File: src/logic/nibble_port_pkg.sv
// constants and types shared by the nibble bus flash port control logic
package nibble_port_pkg;
  // ==========================================================
  // field codes on the nibble bus
  localparam logic [3:0] START_MEM_READ = 4'hD;  // start code, memory read
  localparam logic [3:0] START_MEM_WRITE = 4'hE; // start code, memory write
  localparam logic [3:0] SIZE_ONE_BYTE = 4'h0;   // only legal transfer size
  localparam logic [3:0] READY_SYNC = 4'h0;      // ready sync nibble
  localparam logic [3:0] WAIT_SYNC = 4'h5;       // wait sync nibble
  localparam logic [3:0] TURN_ONES = 4'hF;       // turnaround value
  // ==========================================================
  // address layout
  localparam int ADDR_NIBBLES = 7;       // nibbles of address sent
  localparam int DECODE_BITS = 20;       // bits decoded, larger density
  localparam int SMALL_MASK_BIT = 19;    // top bit of fifth-last nibble
  localparam int SPACE_SELECT_BIT = 22;  // core (1) or register space (0)
  localparam int PAGE_BITS = 5;          // low bits wrapped for multibyte reads
  localparam logic [3:0] READ_WAIT_SYNCS = 4'h2; // wait syncs before ready
  // ==========================================================
  // cycle states, one-hot
  typedef enum logic [9:0] {
    ST_IDLE = 10'h001,  // waiting for framing strobe
    ST_START = 10'h002, // strobe low, tracking start nibble
    ST_CHIP_SELECT_ID_FIELD = 10'h004, // id select nibble; never entered, the id nibble is checked in ST_START
    ST_ADDR = 10'h008,  // seven address nibbles
    ST_SIZE = 10'h010,  // size nibble
    ST_WDATA = 10'h020, // two write data nibbles
    ST_TAR = 10'h040,   // host to device turnaround
    ST_SYNC = 10'h080,  // wait/ready sync output
    ST_RDATA = 10'h100, // low read data nibble, one clock
    ST_TBACK = 10'h200  // device to host turnaround
  } cycle_state_e;
endpackage

File: src/logic/nibble_bus_flash_port_control.sv
// protocol control for the clocked 4-bit multiplexed host bus
// What this block does
// decode only low five address nibbles
// small density also ignores bit 19
// bit 22 selects core or registers
// nonzero size: go idle, no response
// unaligned multibyte read: first exact, rest aligned
// after valid header, accept all nibbles
// pass command bytes unchecked to core
// framing strobe low: float bus, reset
// strobe never aborts running core operation
// commit write only after last data nibble
// act on write data before sync
// host holds reset long after power
// respond only when id matches straps
// take last start nibble before strobe rises
// host sends data low nibble first
// ready sync for one clock after write
// after reset float outputs, wait idle
module nibble_bus_flash_port_control #(
  parameter bit SMALL_DENSITY = 1'b0,          // 1 selects the smaller density
  parameter int READ_BYTES = 1                 // bytes per read, one supported
) (
  input wire logic clock,                      // bus clock
  input wire logic sys_rst,                    // synchronous reset, active high
  input wire logic frame_strobe_n,             // framing strobe, active low
  input wire logic [3:0] nibble_bus_in,        // nibble bus as sampled
  output logic [3:0] nibble_bus_out,           // nibble bus drive value
  output logic nibble_bus_oe_n,                // low while driving
  input wire logic [3:0] strap_id_inputs,      // identifier straps
  output logic core_write_stb,                 // one-cycle write to core/registers
  output logic core_read_stb,                  // one-cycle read request
  output logic core_space,                     // 1 flash core, 0 register space
  output logic [19:0] core_addr,               // decoded address
  output logic [7:0] core_wdata,               // write data or command byte
  input wire logic [7:0] core_rdata            // read data, valid after read strobe
);
  // ==========================================================
  // elaboration checks
  initial begin
    if (READ_BYTES != 1) begin
      $error("only single-byte transfers are supported");
    end
  end
  // ==========================================================
  // state
  typedef struct packed {
    nibble_port_pkg::cycle_state_e st; // cycle state
    logic is_write;                    // start code was a write
    logic [2:0] cnt;                   // nibble counter inside a field
    logic [27:0] addr;                 // address shift register
    logic [7:0] data;                  // write or read data byte
    logic [3:0] out;                   // bus drive value
    logic oe_n;                        // bus enable, low drives
    logic wr_stb;                      // write strobe to core
    logic rd_stb;                      // read strobe to core
    logic space;                       // latched space select
    logic [19:0] caddr;                // latched decoded address
  } port_state_s;
  port_state_s cur_ff;
  port_state_s nxt_ff;
  logic [19:0] dec_addr; // decoded address of the shift register
  logic dec_space;       // decoded space select
  // ==========================================================
  // address decode
  nibble_addr_decode #(
    .SMALL_DENSITY(SMALL_DENSITY)
  ) u_decode (
    .raw_addr(cur_ff.addr),
    .local_addr(dec_addr),
    .core_space(dec_space)
  );
  // ==========================================================
  // cycle sequencer
  always_comb begin
    nxt_ff = cur_ff;
    nxt_ff.wr_stb = 1'b0;
    nxt_ff.rd_stb = 1'b0;
    nxt_ff.oe_n = 1'b1;
    nxt_ff.out = nibble_port_pkg::TURN_ONES;
    if (!frame_strobe_n) begin
      // strobe low always floats and restarts; the core is untouched,
      // so an operation already handed over keeps running
      nxt_ff.st = nibble_port_pkg::ST_START;
      nxt_ff.cnt = 3'h0;
      // the last start nibble seen while low wins
      nxt_ff.is_write = (nibble_bus_in == nibble_port_pkg::START_MEM_WRITE);
      if (nibble_bus_in != nibble_port_pkg::START_MEM_WRITE &&
          nibble_bus_in != nibble_port_pkg::START_MEM_READ) begin
        nxt_ff.st = nibble_port_pkg::ST_IDLE;
      end
    end else begin
      case (cur_ff.st)
        nibble_port_pkg::ST_IDLE: begin
          // wait for a strobe; nothing decoded here
          nxt_ff.st = nibble_port_pkg::ST_IDLE;
        end
        nibble_port_pkg::ST_START: begin
          // strobe has risen: this nibble is the id select
          if (nibble_bus_in == strap_id_inputs) begin
            nxt_ff.st = nibble_port_pkg::ST_ADDR;
          end else begin
            nxt_ff.st = nibble_port_pkg::ST_IDLE;
          end
          nxt_ff.cnt = 3'h0;
        end
        nibble_port_pkg::ST_ADDR: begin
          // most significant nibble first
          nxt_ff.addr = {cur_ff.addr[23:0], nibble_bus_in};
          nxt_ff.cnt = cur_ff.cnt + 3'h1;
          if (cur_ff.cnt == 3'(nibble_port_pkg::ADDR_NIBBLES - 1)) begin
            nxt_ff.st = nibble_port_pkg::ST_SIZE;
          end
        end
        nibble_port_pkg::ST_SIZE: begin
          nxt_ff.cnt = 3'h0;
          nxt_ff.caddr = dec_addr;
          nxt_ff.space = dec_space;
          if (nibble_bus_in != nibble_port_pkg::SIZE_ONE_BYTE) begin
            // bad size: silent return to idle, bus stays floated
            nxt_ff.st = nibble_port_pkg::ST_IDLE;
          end else if (cur_ff.is_write) begin
            // from here every nibble is taken as valid
            nxt_ff.st = nibble_port_pkg::ST_WDATA;
          end else begin
            nxt_ff.st = nibble_port_pkg::ST_TAR;
            nxt_ff.rd_stb = 1'b1;
          end
        end
        nibble_port_pkg::ST_WDATA: begin
          // low nibble arrives first
          nxt_ff.data = {nibble_bus_in, cur_ff.data[7:4]};
          nxt_ff.cnt = cur_ff.cnt + 3'h1;
          if (cur_ff.cnt == 3'h1) begin
            // commit only once the last nibble is in, ahead of the sync;
            // the byte goes out unchecked, command or data alike
            nxt_ff.wr_stb = 1'b1;
            nxt_ff.st = nibble_port_pkg::ST_TAR;
            nxt_ff.cnt = 3'h0;
          end
        end
        nibble_port_pkg::ST_TAR: begin
          // two turnaround clocks; device starts driving in the clock after the second
          nxt_ff.cnt = cur_ff.cnt + 3'h1;
          if (cur_ff.cnt == 3'h1) begin
            nxt_ff.st = nibble_port_pkg::ST_SYNC;
            nxt_ff.cnt = 3'h0;
            nxt_ff.oe_n = 1'b0;
            if (cur_ff.is_write) begin
              nxt_ff.out = nibble_port_pkg::READY_SYNC;
            end else begin
              nxt_ff.out = nibble_port_pkg::WAIT_SYNC;
            end
          end
        end
        nibble_port_pkg::ST_SYNC: begin
          nxt_ff.oe_n = 1'b0;
          nxt_ff.cnt = cur_ff.cnt + 3'h1;
          if (cur_ff.is_write) begin
            // ready sync held one clock only; the ones driven next clock
            // are the whole turnaround, so going through the read-side
            // turnaround state here would drive ones for a second clock
            nxt_ff.st = nibble_port_pkg::ST_IDLE;
          end else if (cur_ff.cnt == 3'(nibble_port_pkg::READ_WAIT_SYNCS - 1)) begin
            nxt_ff.out = nibble_port_pkg::READY_SYNC;
          end else if (cur_ff.cnt == 3'(nibble_port_pkg::READ_WAIT_SYNCS)) begin
            nxt_ff.st = nibble_port_pkg::ST_RDATA;
            nxt_ff.cnt = 3'h0;
            nxt_ff.data = core_rdata;
            nxt_ff.out = core_rdata[3:0];
          end else begin
            nxt_ff.out = nibble_port_pkg::WAIT_SYNC;
          end
        end
        nibble_port_pkg::ST_RDATA: begin
          nxt_ff.oe_n = 1'b0;
          nxt_ff.out = cur_ff.data[7:4];
          nxt_ff.st = nibble_port_pkg::ST_TBACK;
          // a multibyte read would wrap the low page bits here; with
          // one byte per cycle the exact address is always returned
          nxt_ff.caddr[nibble_port_pkg::PAGE_BITS-1:0] = '0;
        end
        nibble_port_pkg::ST_TBACK: begin
          // drive ones one clock, then float and hand back the bus
          nxt_ff.oe_n = 1'b0;
          nxt_ff.out = nibble_port_pkg::TURN_ONES;
          nxt_ff.st = nibble_port_pkg::ST_IDLE;
          if (cur_ff.oe_n) begin
            nxt_ff.oe_n = 1'b1;
          end
        end
        default: begin
          nxt_ff.st = nibble_port_pkg::ST_IDLE;
        end
      endcase
    end
  end
  // ==========================================================
  // state register
  always_ff @(posedge clock) begin
    if (sys_rst) begin
      cur_ff.st <= nibble_port_pkg::ST_IDLE;
      cur_ff.is_write <= 1'b0;
      cur_ff.cnt <= 3'h0;
      cur_ff.addr <= 28'h0000000;
      cur_ff.data <= 8'h00;
      cur_ff.out <= 4'hF;
      cur_ff.oe_n <= 1'b1;
      cur_ff.wr_stb <= 1'b0;
      cur_ff.rd_stb <= 1'b0;
      cur_ff.space <= 1'b0;
      cur_ff.caddr <= 20'h00000;
    end else begin
      cur_ff <= nxt_ff;
    end
  end
  // ==========================================================
  // outputs; strobe low floats combinationally for the immediate release
  assign nibble_bus_out = cur_ff.out;
  assign nibble_bus_oe_n = cur_ff.oe_n | ~frame_strobe_n;
  assign core_write_stb = cur_ff.wr_stb;
  assign core_read_stb = cur_ff.rd_stb;
  assign core_space = cur_ff.space;
  assign core_addr = cur_ff.caddr;
  assign core_wdata = cur_ff.data;
endmodule

File: src/logic/nibble_addr_decode.sv
// address decode: density masking and core/register space select
module nibble_addr_decode #(
  parameter bit SMALL_DENSITY = 1'b0 // 1 selects the smaller density
) (
  input wire logic [27:0] raw_addr, // full 28-bit address as received
  output logic [19:0] local_addr,   // decoded offset within the part
  output logic core_space           // 1 core, 0 register space
);
  // ==========================================================
  // masking
  always_comb begin
    // upper nibbles are dropped whatever they carry
    local_addr = raw_addr[nibble_port_pkg::DECODE_BITS-1:0];
    if (SMALL_DENSITY) begin
      local_addr[nibble_port_pkg::SMALL_MASK_BIT] = 1'b0;
    end
    core_space = raw_addr[nibble_port_pkg::SPACE_SELECT_BIT];
  end
endmodule

File: config.mk
export PLATFORM = sky130hd
export DESIGN_NAME = nibble_bus_flash_port_control
export DESIGN_NICKNAME = d
export VERILOG_FILES = /design/src/logic/nibble_port_pkg.sv /design/src/logic/nibble_bus_flash_port_control.sv /design/src/logic/nibble_addr_decode.sv
export SDC_FILE = /design/constraint.sdc
export NUM_CORES = 1
export LEC_CHECK = 0
export ABC_CLOCK_PERIOD_IN_PS = 4100
export BUFFER_PORTS_ARGS = -buffer_cell sky130_fd_sc_hd__buf_2
export CAP_MARGIN = 0
export CORE_UTILIZATION = 45
export DETAILED_ROUTE_END_ITERATION = 8
export PLACE_DENSITY = 0.72
export RECOVER_POWER = 25
export SYNTH_ARGS = -nofsm -noshare
export SYNTH_HDL_FRONTEND = slang
export SYNTH_HIERARCHICAL = 1
export SYNTH_SLANG_ARGS = --single-unit
File: constraint.sdc
create_clock -name clock -period 4.1 [get_ports clock]
set_input_delay 0.41 -clock clock [delete_from_list [all_inputs] [get_ports clock]]
set_output_delay 0.41 -clock clock [all_outputs]
set_load 0.01 [all_outputs]
==> metrics, run 1 <==
status=complete, but fails checks; failing checks=max-capacitance violations, max-slew violations; GR Overflow Total=0; WL/cell=14.1 µm; Die Y=92.2 µm; Worst-path clk slew=0.08 ns; share of layout cells above drive strength 1=19.1%; Internal=0.926 mW; share of total power in the clock network=~42%; Psw=approximately 0.33 mW; initial antenna violation count=0; fin nets=447; Core Region=7810 µm²; worst path required time=4.23 ns; Initial Utilization=46.9%; Critical Path Start Type=input pin; worst-path fanout max=54; min Tclk post-route=2.37 ns; Area Overhead vs Synth=0.342%; CTS sink count=70; TNS Setup=0 ns; Resized cells post-CTS=0; pin count of the biggest net entering global routing=55; leak pwr=1.23 nW; Logic pwr share=between 3 and 4%; # setup viols final=0; Worst VDD drop=0.164 mV; Slew @ Worst Pin=2.54 ns; Final Slew Violations=55; die area=8510 µm²; Clock Root Buffer=clkbuf_8; CTS H-tree depth=3; Yosys warnings=6; global-route wire length before repair=~12000 µm; number of vias per cell=5.36; Post-CTS Hold Fix Bufs=0; First-pass DRT Iterations=4; CTS tree=built; initial DRC count=158; number of buffers created by CTS=9; Max Clock Freq=422 MHz; Final Util=47.1%; Post-Syn Instances=437; Die X=92.2 µm; Fin. Hold Viols=0; crit path DAT=2.50 ns; switch share=between 20% and 30%; number of max-cap violations=1; row cnt=32; post-CTS setup buffers=0; Netlist Area Pre-Place=3660 µm²; clock skew=0.0119 ns; diodes inserted=0; crit path kind=input pin to flop; Routability Congestion=just over 0.9; cell area power density=342 nW/µm²; RSZ-0062 raised after global routing=false; HP Class=input pin to flop; Synth Net Count=around 460; Vias=approximately 2900; DRT Wirelength=7520 µm; ratio of final minimum period to clock period=57.9%; Remaining DRCs=0; Skew-Pair Late Insertion Delay=between 0.3 and 0.4 ns; Max clock buf depth=2; Avg Synthesized Cell Area=between 8 and 9 µm²; GR Util All Layers=18.4%; Routed Antenna Nets=0; endpoint class of the critical path=flop; hpwl dp=between 5000 and 6000 µm; vias in the first global route=2598; sequential fraction of design power=54.2%; port bufs=54; max_slew headroom=-69.3%; I/O Pins=55
[final timing paths]
path / from / to / slack [ns] / cells after the start
hold / removal: nibble_bus_in[2] / cur_ff[38] / 0.36 / 3
setup reg to reg: cur_ff[74] / cur_ff[42] / 1.73 / 5
setup / recovery: sys_rst / cur_ff[72] / 1.73 / 3
hold reg to reg: cur_ff[58] / core_space / 0.45 / 2
[sequential cells by signal, indices dropped and copies added, names as in the netlist]
| name | count |
|---|---|
| core_addr | 20 |
| core_read_stb | 1 |
| core_space | 1 |
| core_wdata | 8 |
| core_write_stb | 1 |
| cur_ff | 35 |
| nibble_bus_out | 4 |
[worst max-delay path: stages]
cell and delay [ns]:
buf_2 0.08, clkbuf_1 1.80, nor3_1 0.18
[cells in the final DEF, fill, tap and decap left out, types with 9 or more instances in the layout]
| master | instances |
|---|---|
| nor2b_1 | 12 |
| dfxtp_1 | 70 |
| clkbuf_1 | 25 |
| mux2i_1 | 10 |
| a21oi_1 | 38 |
| nor2_1 | 27 |
| nor3_1 | 9 |
| a21oi_2 | 11 |
| clkbuf_8 | 9 |
| buf_2 | 30 |
| nand2_1 | 75 |
[power groups by stage]
stage | sequential (mW) | clock (mW) | combinational (mW)
after floorplan | 0.696 | 0 | 0.0268
after CTS | 0.681 | 0.543 | 0.0446
after global routing | 0.681 | 0.568 | 0.0485
final | 0.681 | 0.531 | 0.0440
after detailed placement | 0.697 | 0 | 0.0445
after global placement | 0.697 | 0 | 0.0436
[stage by stage]
| stage | hold slack, ns | power (mW) | setup WS, ns | std cells | cell area (µm²) |
|---|---|---|---|---|---|
| finish | 0.355 | 1.26 | 1.73 | 532 | 3680 |
| floorplan | 0.432 | 0.723 | 2.26 | 437 | 3660 |
| detailed placement | 0.445 | 0.742 | 1.63 | 516 | 3520 |
| global route | 0.351 | 1.30 | 1.52 | 532 | 3680 |
| CTS | 0.347 | 1.27 | 1.83 | 532 | 3710 |
| global placement | 0.440 | 0.741 | 1.64 | 516 | 3520 |
[cell type report]
type	instances	area (µm²)
clock buffers	9	124
clock inverters	7	61.3
fillers	767	4130
inverters	5	18.8
multi-input cells	282	1680
flip-flops and latches	70	1400
well taps	102	128
repair buffers	57	259
[metal layers]
layer,track usage [%],wire length [µm],share of wire (%)
met5,0,0,0
met4,7.29,142,1.9
met3,4.64,448,6.0
met2,28.9,3530,47
met1,24.0,3400,45
Power figures use the tool's default switching activity.
==> run 2: changes to the inputs <==
--- a/config.mk
+++ b/config.mk
@@ -5,7 +5,8 @@
 export SDC_FILE = /design/constraint.sdc
 export NUM_CORES = 1
 export LEC_CHECK = 0
-export ABC_CLOCK_PERIOD_IN_PS = 4100
+export ABC_AREA = 1
+export ABC_CLOCK_PERIOD_IN_PS = 2400
 export BUFFER_PORTS_ARGS = -buffer_cell sky130_fd_sc_hd__buf_2
 export CAP_MARGIN = 0
 export CORE_UTILIZATION = 45
==> constraint.sdc (replaced) <==
create_clock -name clock -period 2.4 [get_ports clock]
set_input_delay 0.24 -clock clock [delete_from_list [all_inputs] [get_ports clock]]
set_output_delay 0.24 -clock clock [all_outputs]
set_load 0.01 [all_outputs]
==> run 2 against run 1 <==
The flow finishes with violations (max-capacitance violations). Clock skew is 0.0030 ns lower. Clock-buffer cell count is 1 higher. Non-clock buffer count stayed put. Worst hold slack worse by 0.16 ns. Sequential share of layout area is 1.5 points lower. First-iteration DRC count is 5.7% higher. Synthesized area is 2.8% higher. Clock power is 81% higher. Critical endpoint is now cur_ff[50]. Largest power group unchanged.
==> metrics, run 2 <==
hpwl dp=5650 µm; Vias=3058; share of layout cells above drive strength 1=~18%; diodes inserted=0; RSZ-0062 raised after global routing=false; Synth Net Count=533; HP Class=input pin to flop; I/O Pins=55; Top delay family on crit path=buffers and inverters; fin nets=528; status=complete, but fails checks; CTS tree=built; post-CTS setup buffers=0; crit path DAT=~1.9 ns; Netlist Area Pre-Place=3770 µm²; die area=approximately 8700 µm²; Routed Antenna Nets=0; Post-Syn Instances=around 500; vias in the first global route=2875; Final Slew Violations=0; Remaining DRCs=0; row cnt=33; worst-path fanout max=33; Fin. Hold Viols=0; Area Overhead vs Synth=1.63%; Core Region=8180 µm²; Avg Synthesized Cell Area=7.37 µm²; WL/cell=12.3 µm; port bufs=54; global-route wire length before repair=13000 µm; Largest register FFs=35; number of max-cap violations=1; First-pass DRT Iterations=4; Yosys warnings=6; CP Buf/Inv Count=2; cells along the critical path=buf_2 > clkbuf_1 > a211oi_1; Clock Root Buffer=clkbuf_8; min Tclk post-route=1.73 ns; initial DRC count=roughly 170; max_slew headroom=0.391%; cell area power density=~580 nW/µm²; Register Area=1400 µm²; Worst path slowest cell=clkbuf_1; CP peak stage delay=1.14 ns; most frequent cells in the layout=89 x nand2_1, 70 x dfxtp_1, 66 x nor2_1, 50 x inv_1; crit path kind=input pin to flop; initial antenna violation count=0; leak pwr=~1.6 nW; Worst-path clk slew=0.08 ns; endpoint class of the critical path=flop; Max clock buf depth=2; Critical Path Start Type=input pin; worst path required time=2.56 ns; DRT Wirelength=~7600 µm; Resized cells post-CTS=0; clock skew=0.00889 ns; Max Clock Freq=578 MHz; failing checks=max-capacitance violations; number of buffers created by CTS=9; pin count of the biggest net entering global routing=44; Routability Congestion=0.900; area occupied by multi-input gates=between 1500 and 2000 µm²; Die Y=93.5 µm; Worst VDD drop=0.229 mV; Initial Utilization=46.1%; number of vias per cell=4.96; Die X=about 93 µm; Skew-Pair Late Insertion Delay=about 0.35 ns; Fillers=838; commonest non-fill, non-tap cell in the layout=nand2_1; Top reg by flops=cur_ff; ratio of final minimum period to clock period=a little over 70%; CTS H-tree depth=3; Slew @ Worst Pin=1.49 ns; Post-CTS Hold Fix Bufs=0; GR Util All Layers=19.1%; GR Overflow Total=0; CTS sink count=70; # setup viols final=0; Total Power=2.21 mW; TNS Setup=0 ns
[run 2: cell types whose count changed in the layout (fill, tap and decap cells not counted), sizes merged, moves of 10 or more]
cell / delta
nor2: +48
nor2b: -12
nand2: +16
a21oi: -20
a211oi: +19
inv: +53
mux2i: -10
o21ai: +22
nand3: +19
[run 2: metrics by stage]
step           instance area [µm²]  hold WS, ns  util, %  instances  setup slack, ns
6_report                      3830        0.198     46.8        616            0.670
5_1_grt                       3830        0.199     46.8        616            0.499
4_1_cts                       3860        0.181     47.2        616            0.712
3_5_place_dp                  3660        0.452     44.8        600            0.731
3_3_place_gp                  3660        0.447     44.8        600            0.806
2_1_floorplan                 3770        0.376        -        511            0.961
[run 2: path summary, 6_finish.rpt]
| path | start | to | slack (ns) | cells after the start |
|---|---|---|---|---|
| worst max-delay path | sys_rst | cur_ff[50] | 0.67 | 3 |
| worst min-delay path | core_rdata[1] | nibble_bus_out[1] | 0.20 | 3 |
| worst max register to register | cur_ff[77] | core_addr[11] | 0.70 | 9 |
| worst min register to register | core_addr[0] | core_addr[0] | 0.47 | 2 |
[run 2: worst register-to-register path: stages (launching register included)]
cell and delay, ns:
dfxtp_1 0.46, inv_2 0.10, nand3_1 0.08, nor2_1 0.04, nand2_1 0.09, inv_2 0.07, nand2_4 0.18, clkinv_2 0.29
nand2_1 0.16, a21oi_1 0.07
[run 2: final cells by class]
type	count	area share, %
Clock buffer	10	3.33
Clock inverter	6	1.83
Inverter	61	6.02
Multi-Input combinational cell	307	42.0
Sequential cell	70	36.6
Tap cell	105	3.43
Timing Repair Buffer	57	6.73
[run 2: per-layer routing]
layer / vias up / share of wire, % / GRT usage (%)
met5: - / 0 / 0
met4: 0 / 1.7 / 8.21
met3: 14 / 5.6 / 5.53
met2: 77 / 46 / 30.6
met1: 1392 / 46 / 23.9
li1: 1575 / - / -
[run 2: report_power, final]
part	internal (mW)	leakage [nW]	switching [mW]
logic	0.0234	0.933	0.0564
clock network	0.490	0.101	0.473
registers	1.16	0.564	0.00128
==> run 3: changes to the inputs <==
--- a/config.mk
+++ b/config.mk
@@ -6,7 +6,7 @@
 export NUM_CORES = 1
 export LEC_CHECK = 0
 export ABC_AREA = 1
-export ABC_CLOCK_PERIOD_IN_PS = 2400
+export ABC_CLOCK_PERIOD_IN_PS = 1700
 export BUFFER_PORTS_ARGS = -buffer_cell sky130_fd_sc_hd__buf_2
 export CAP_MARGIN = 0
 export CORE_UTILIZATION = 45
==> constraint.sdc (replaced) <==
create_clock -name clock -period 1.7 [get_ports clock]
set_input_delay 0.17 -clock clock [delete_from_list [all_inputs] [get_ports clock]]
set_output_delay 0.17 -clock clock [all_outputs]
set_load 0.01 [all_outputs]
==> run 3 against run 2 <==
The flow now finishes without violations. Total power grew 38%. Design area grew 2.9%. Clock power grew 34%.
==> metrics, run 3 (same netlist as run 2, synthesis figures left out) <==
vias in the first global route=2902; Vias=3169; CTS tree=built; Routed Antenna Nets=0; I/O Pins=55; max_slew headroom=66.8%; CTS H-tree depth=3; port bufs=54; Routability Congestion=0.895; crit path DAT=1.83 ns; initial DRC count=162; Fillers=815; Core Region=between 8000 and 9000 µm²; GR Overflow Total=0; TNS Setup=0 ns; hpwl dp=5800 µm; Post-CTS Hold Fix Bufs=0; Largest register FFs=35; Post-Layout Cell Count=626; initial antenna violation count=0; leak pwr=1.64 nW; Die Y=93.5 µm; pre-CTS WS=0.0706 ns; Critical Path Start Type=flop; Clock Root Buffer=clkbuf_8; Post-Layout Inst Area=~3900 µm²; Remaining DRCs=0; endpoint class of the critical path=flop; Area Overhead vs Synth=4.58%; fin nets=538; Worst path slowest cell=dfxtp_1; CP peak stage delay=approximately 0.36 ns; Register Area=1410 µm²; worst path required time=1.95 ns; global-route wire length before repair=13200 µm; cell area power density=between 700 and 800 nW/µm²; commonest non-fill, non-tap cell in the layout=nand2_1; clock skew=0.00919 ns; Slew @ Worst Pin=0.498 ns; Worst VDD drop=0.411 mV; DRT Wirelength=8130 µm; number of buffers created by CTS=9; pin count of the biggest net entering global routing=43; Placed Instance Area=about 3700 µm²; Worst-path clk slew=around 0.080 ns; HP Class=input pin to flop; ratio of final minimum period to clock period=92.9%; Total Power=3.05 mW; DP Cell Count=603; GR Util All Layers=19.4%; Initial Utilization=a little under half; area occupied by multi-input gates=1640 µm²; First-pass DRT Iterations=5; row cnt=33; status=finished, final reports clean; Final Slew Violations=0; Top reg by flops=cur_ff; crit path kind=flop to flop; min Tclk post-route=1.58 ns; most frequent cells in the layout=89 x nand2_1, 64 x dfxtp_1, 63 x nor2_1, 50 x inv_1; cells along the critical path=inv_2 > nand2_2 > inv_2 > nand2_1 > nor2_2 > nand2_2 > buf_12 > a211oi_1; share of layout cells above drive strength 1=22.3%; Max clock buf depth=2; WL/cell=13.0 µm; Die X=93.5 µm; # setup viols final=0; number of vias per cell=5.06; Skew-Pair Late Insertion Delay=~0.35 ns; CTS sink count=70; Fin. Hold Viols=0; Max Clock Freq=633 MHz; final setup margin=between 0.1 and 0.15 ns; number of max-cap violations=0; die area=8740 µm²; diodes inserted=0; worst-path fanout max=42
[run 3: cell types whose count changed in the layout (fill, tap and decap cells not counted), sizes merged]
cell | before | now
clkinvlp | 0 | 1
bufinv | 1 | 0
buf | 31 | 41
nand2 | 99 | 100
clkinv | 4 | 3
clkbuf | 36 | 34
inv | 62 | 64
[run 3: worst max-delay path, delay by kind of cell, from the launching register on]
family | cells | cell delay (ns)
simple gates | 4 | 0.51
compound gates | 1 | 0.26
flops | 1 | 0.36
buf+inv | 3 | 0.35
[run 3: final cells by class]
type	instances	share of cell area (%)
Multi-Input combinational cell	308	41.6
Tap cell	105	3.34
Sequential cell	70	35.8
Timing Repair Buffer	66	8.67
Inverter	61	5.84
Clock buffer	9	3.14
Clock inverter	7	1.59
[run 3: repair_timing]
| item | in CTS | in global routing |
|---|---|---|
| setup endpoints to repair | 0 | 19 |
| buffers inserted | 0 | 6 |
| gates resized for setup | 0 | 14 |
[run 3: power breakdown]
part | switching, mW | internal, mW
combinational | 0.0845 | 0.0372
clock | 0.726 | 0.560
sequential | 0.00185 | 1.64
total | 0.812 | 2.24
[run 3: path summary, 6_finish.rpt]
path / endpoint / slack [ns] / from / cells after the start
max: cur_ff[54] / 0.12 / cur_ff[75] / 8
min: nibble_bus_out[1] / 0.1 / core_rdata[1] / 3
max reg2reg: cur_ff[54] / 0.12 / cur_ff[75] / 8
min reg2reg: core_addr[0] / 0.46 / core_addr[0] / 2
[run 3: per-layer routing]
metal  global-route usage (%)  wire length (µm)  vias to the layer above
li1                         -                 -                     1593
met3                     3.41               485                       22
met5                        0                 0                        -
met1                     24.4              3650                     1435
met4                     7.69               201                        0
met2                     32.7              3800                      119
[run 3: stage by stage]
| step | hold slack, ns | util, % |
|---|---|---|
| 4_1_cts | 0.0808 | 47.5 |
| 3_5_place_dp | 0.437 | 45.3 |
| 6_report | 0.0970 | 48.2 |
| 2_1_floorplan | 0.306 | - |
| 5_1_grt | 0.107 | 48.2 |
| 3_3_place_gp | 0.447 | 45.3 |
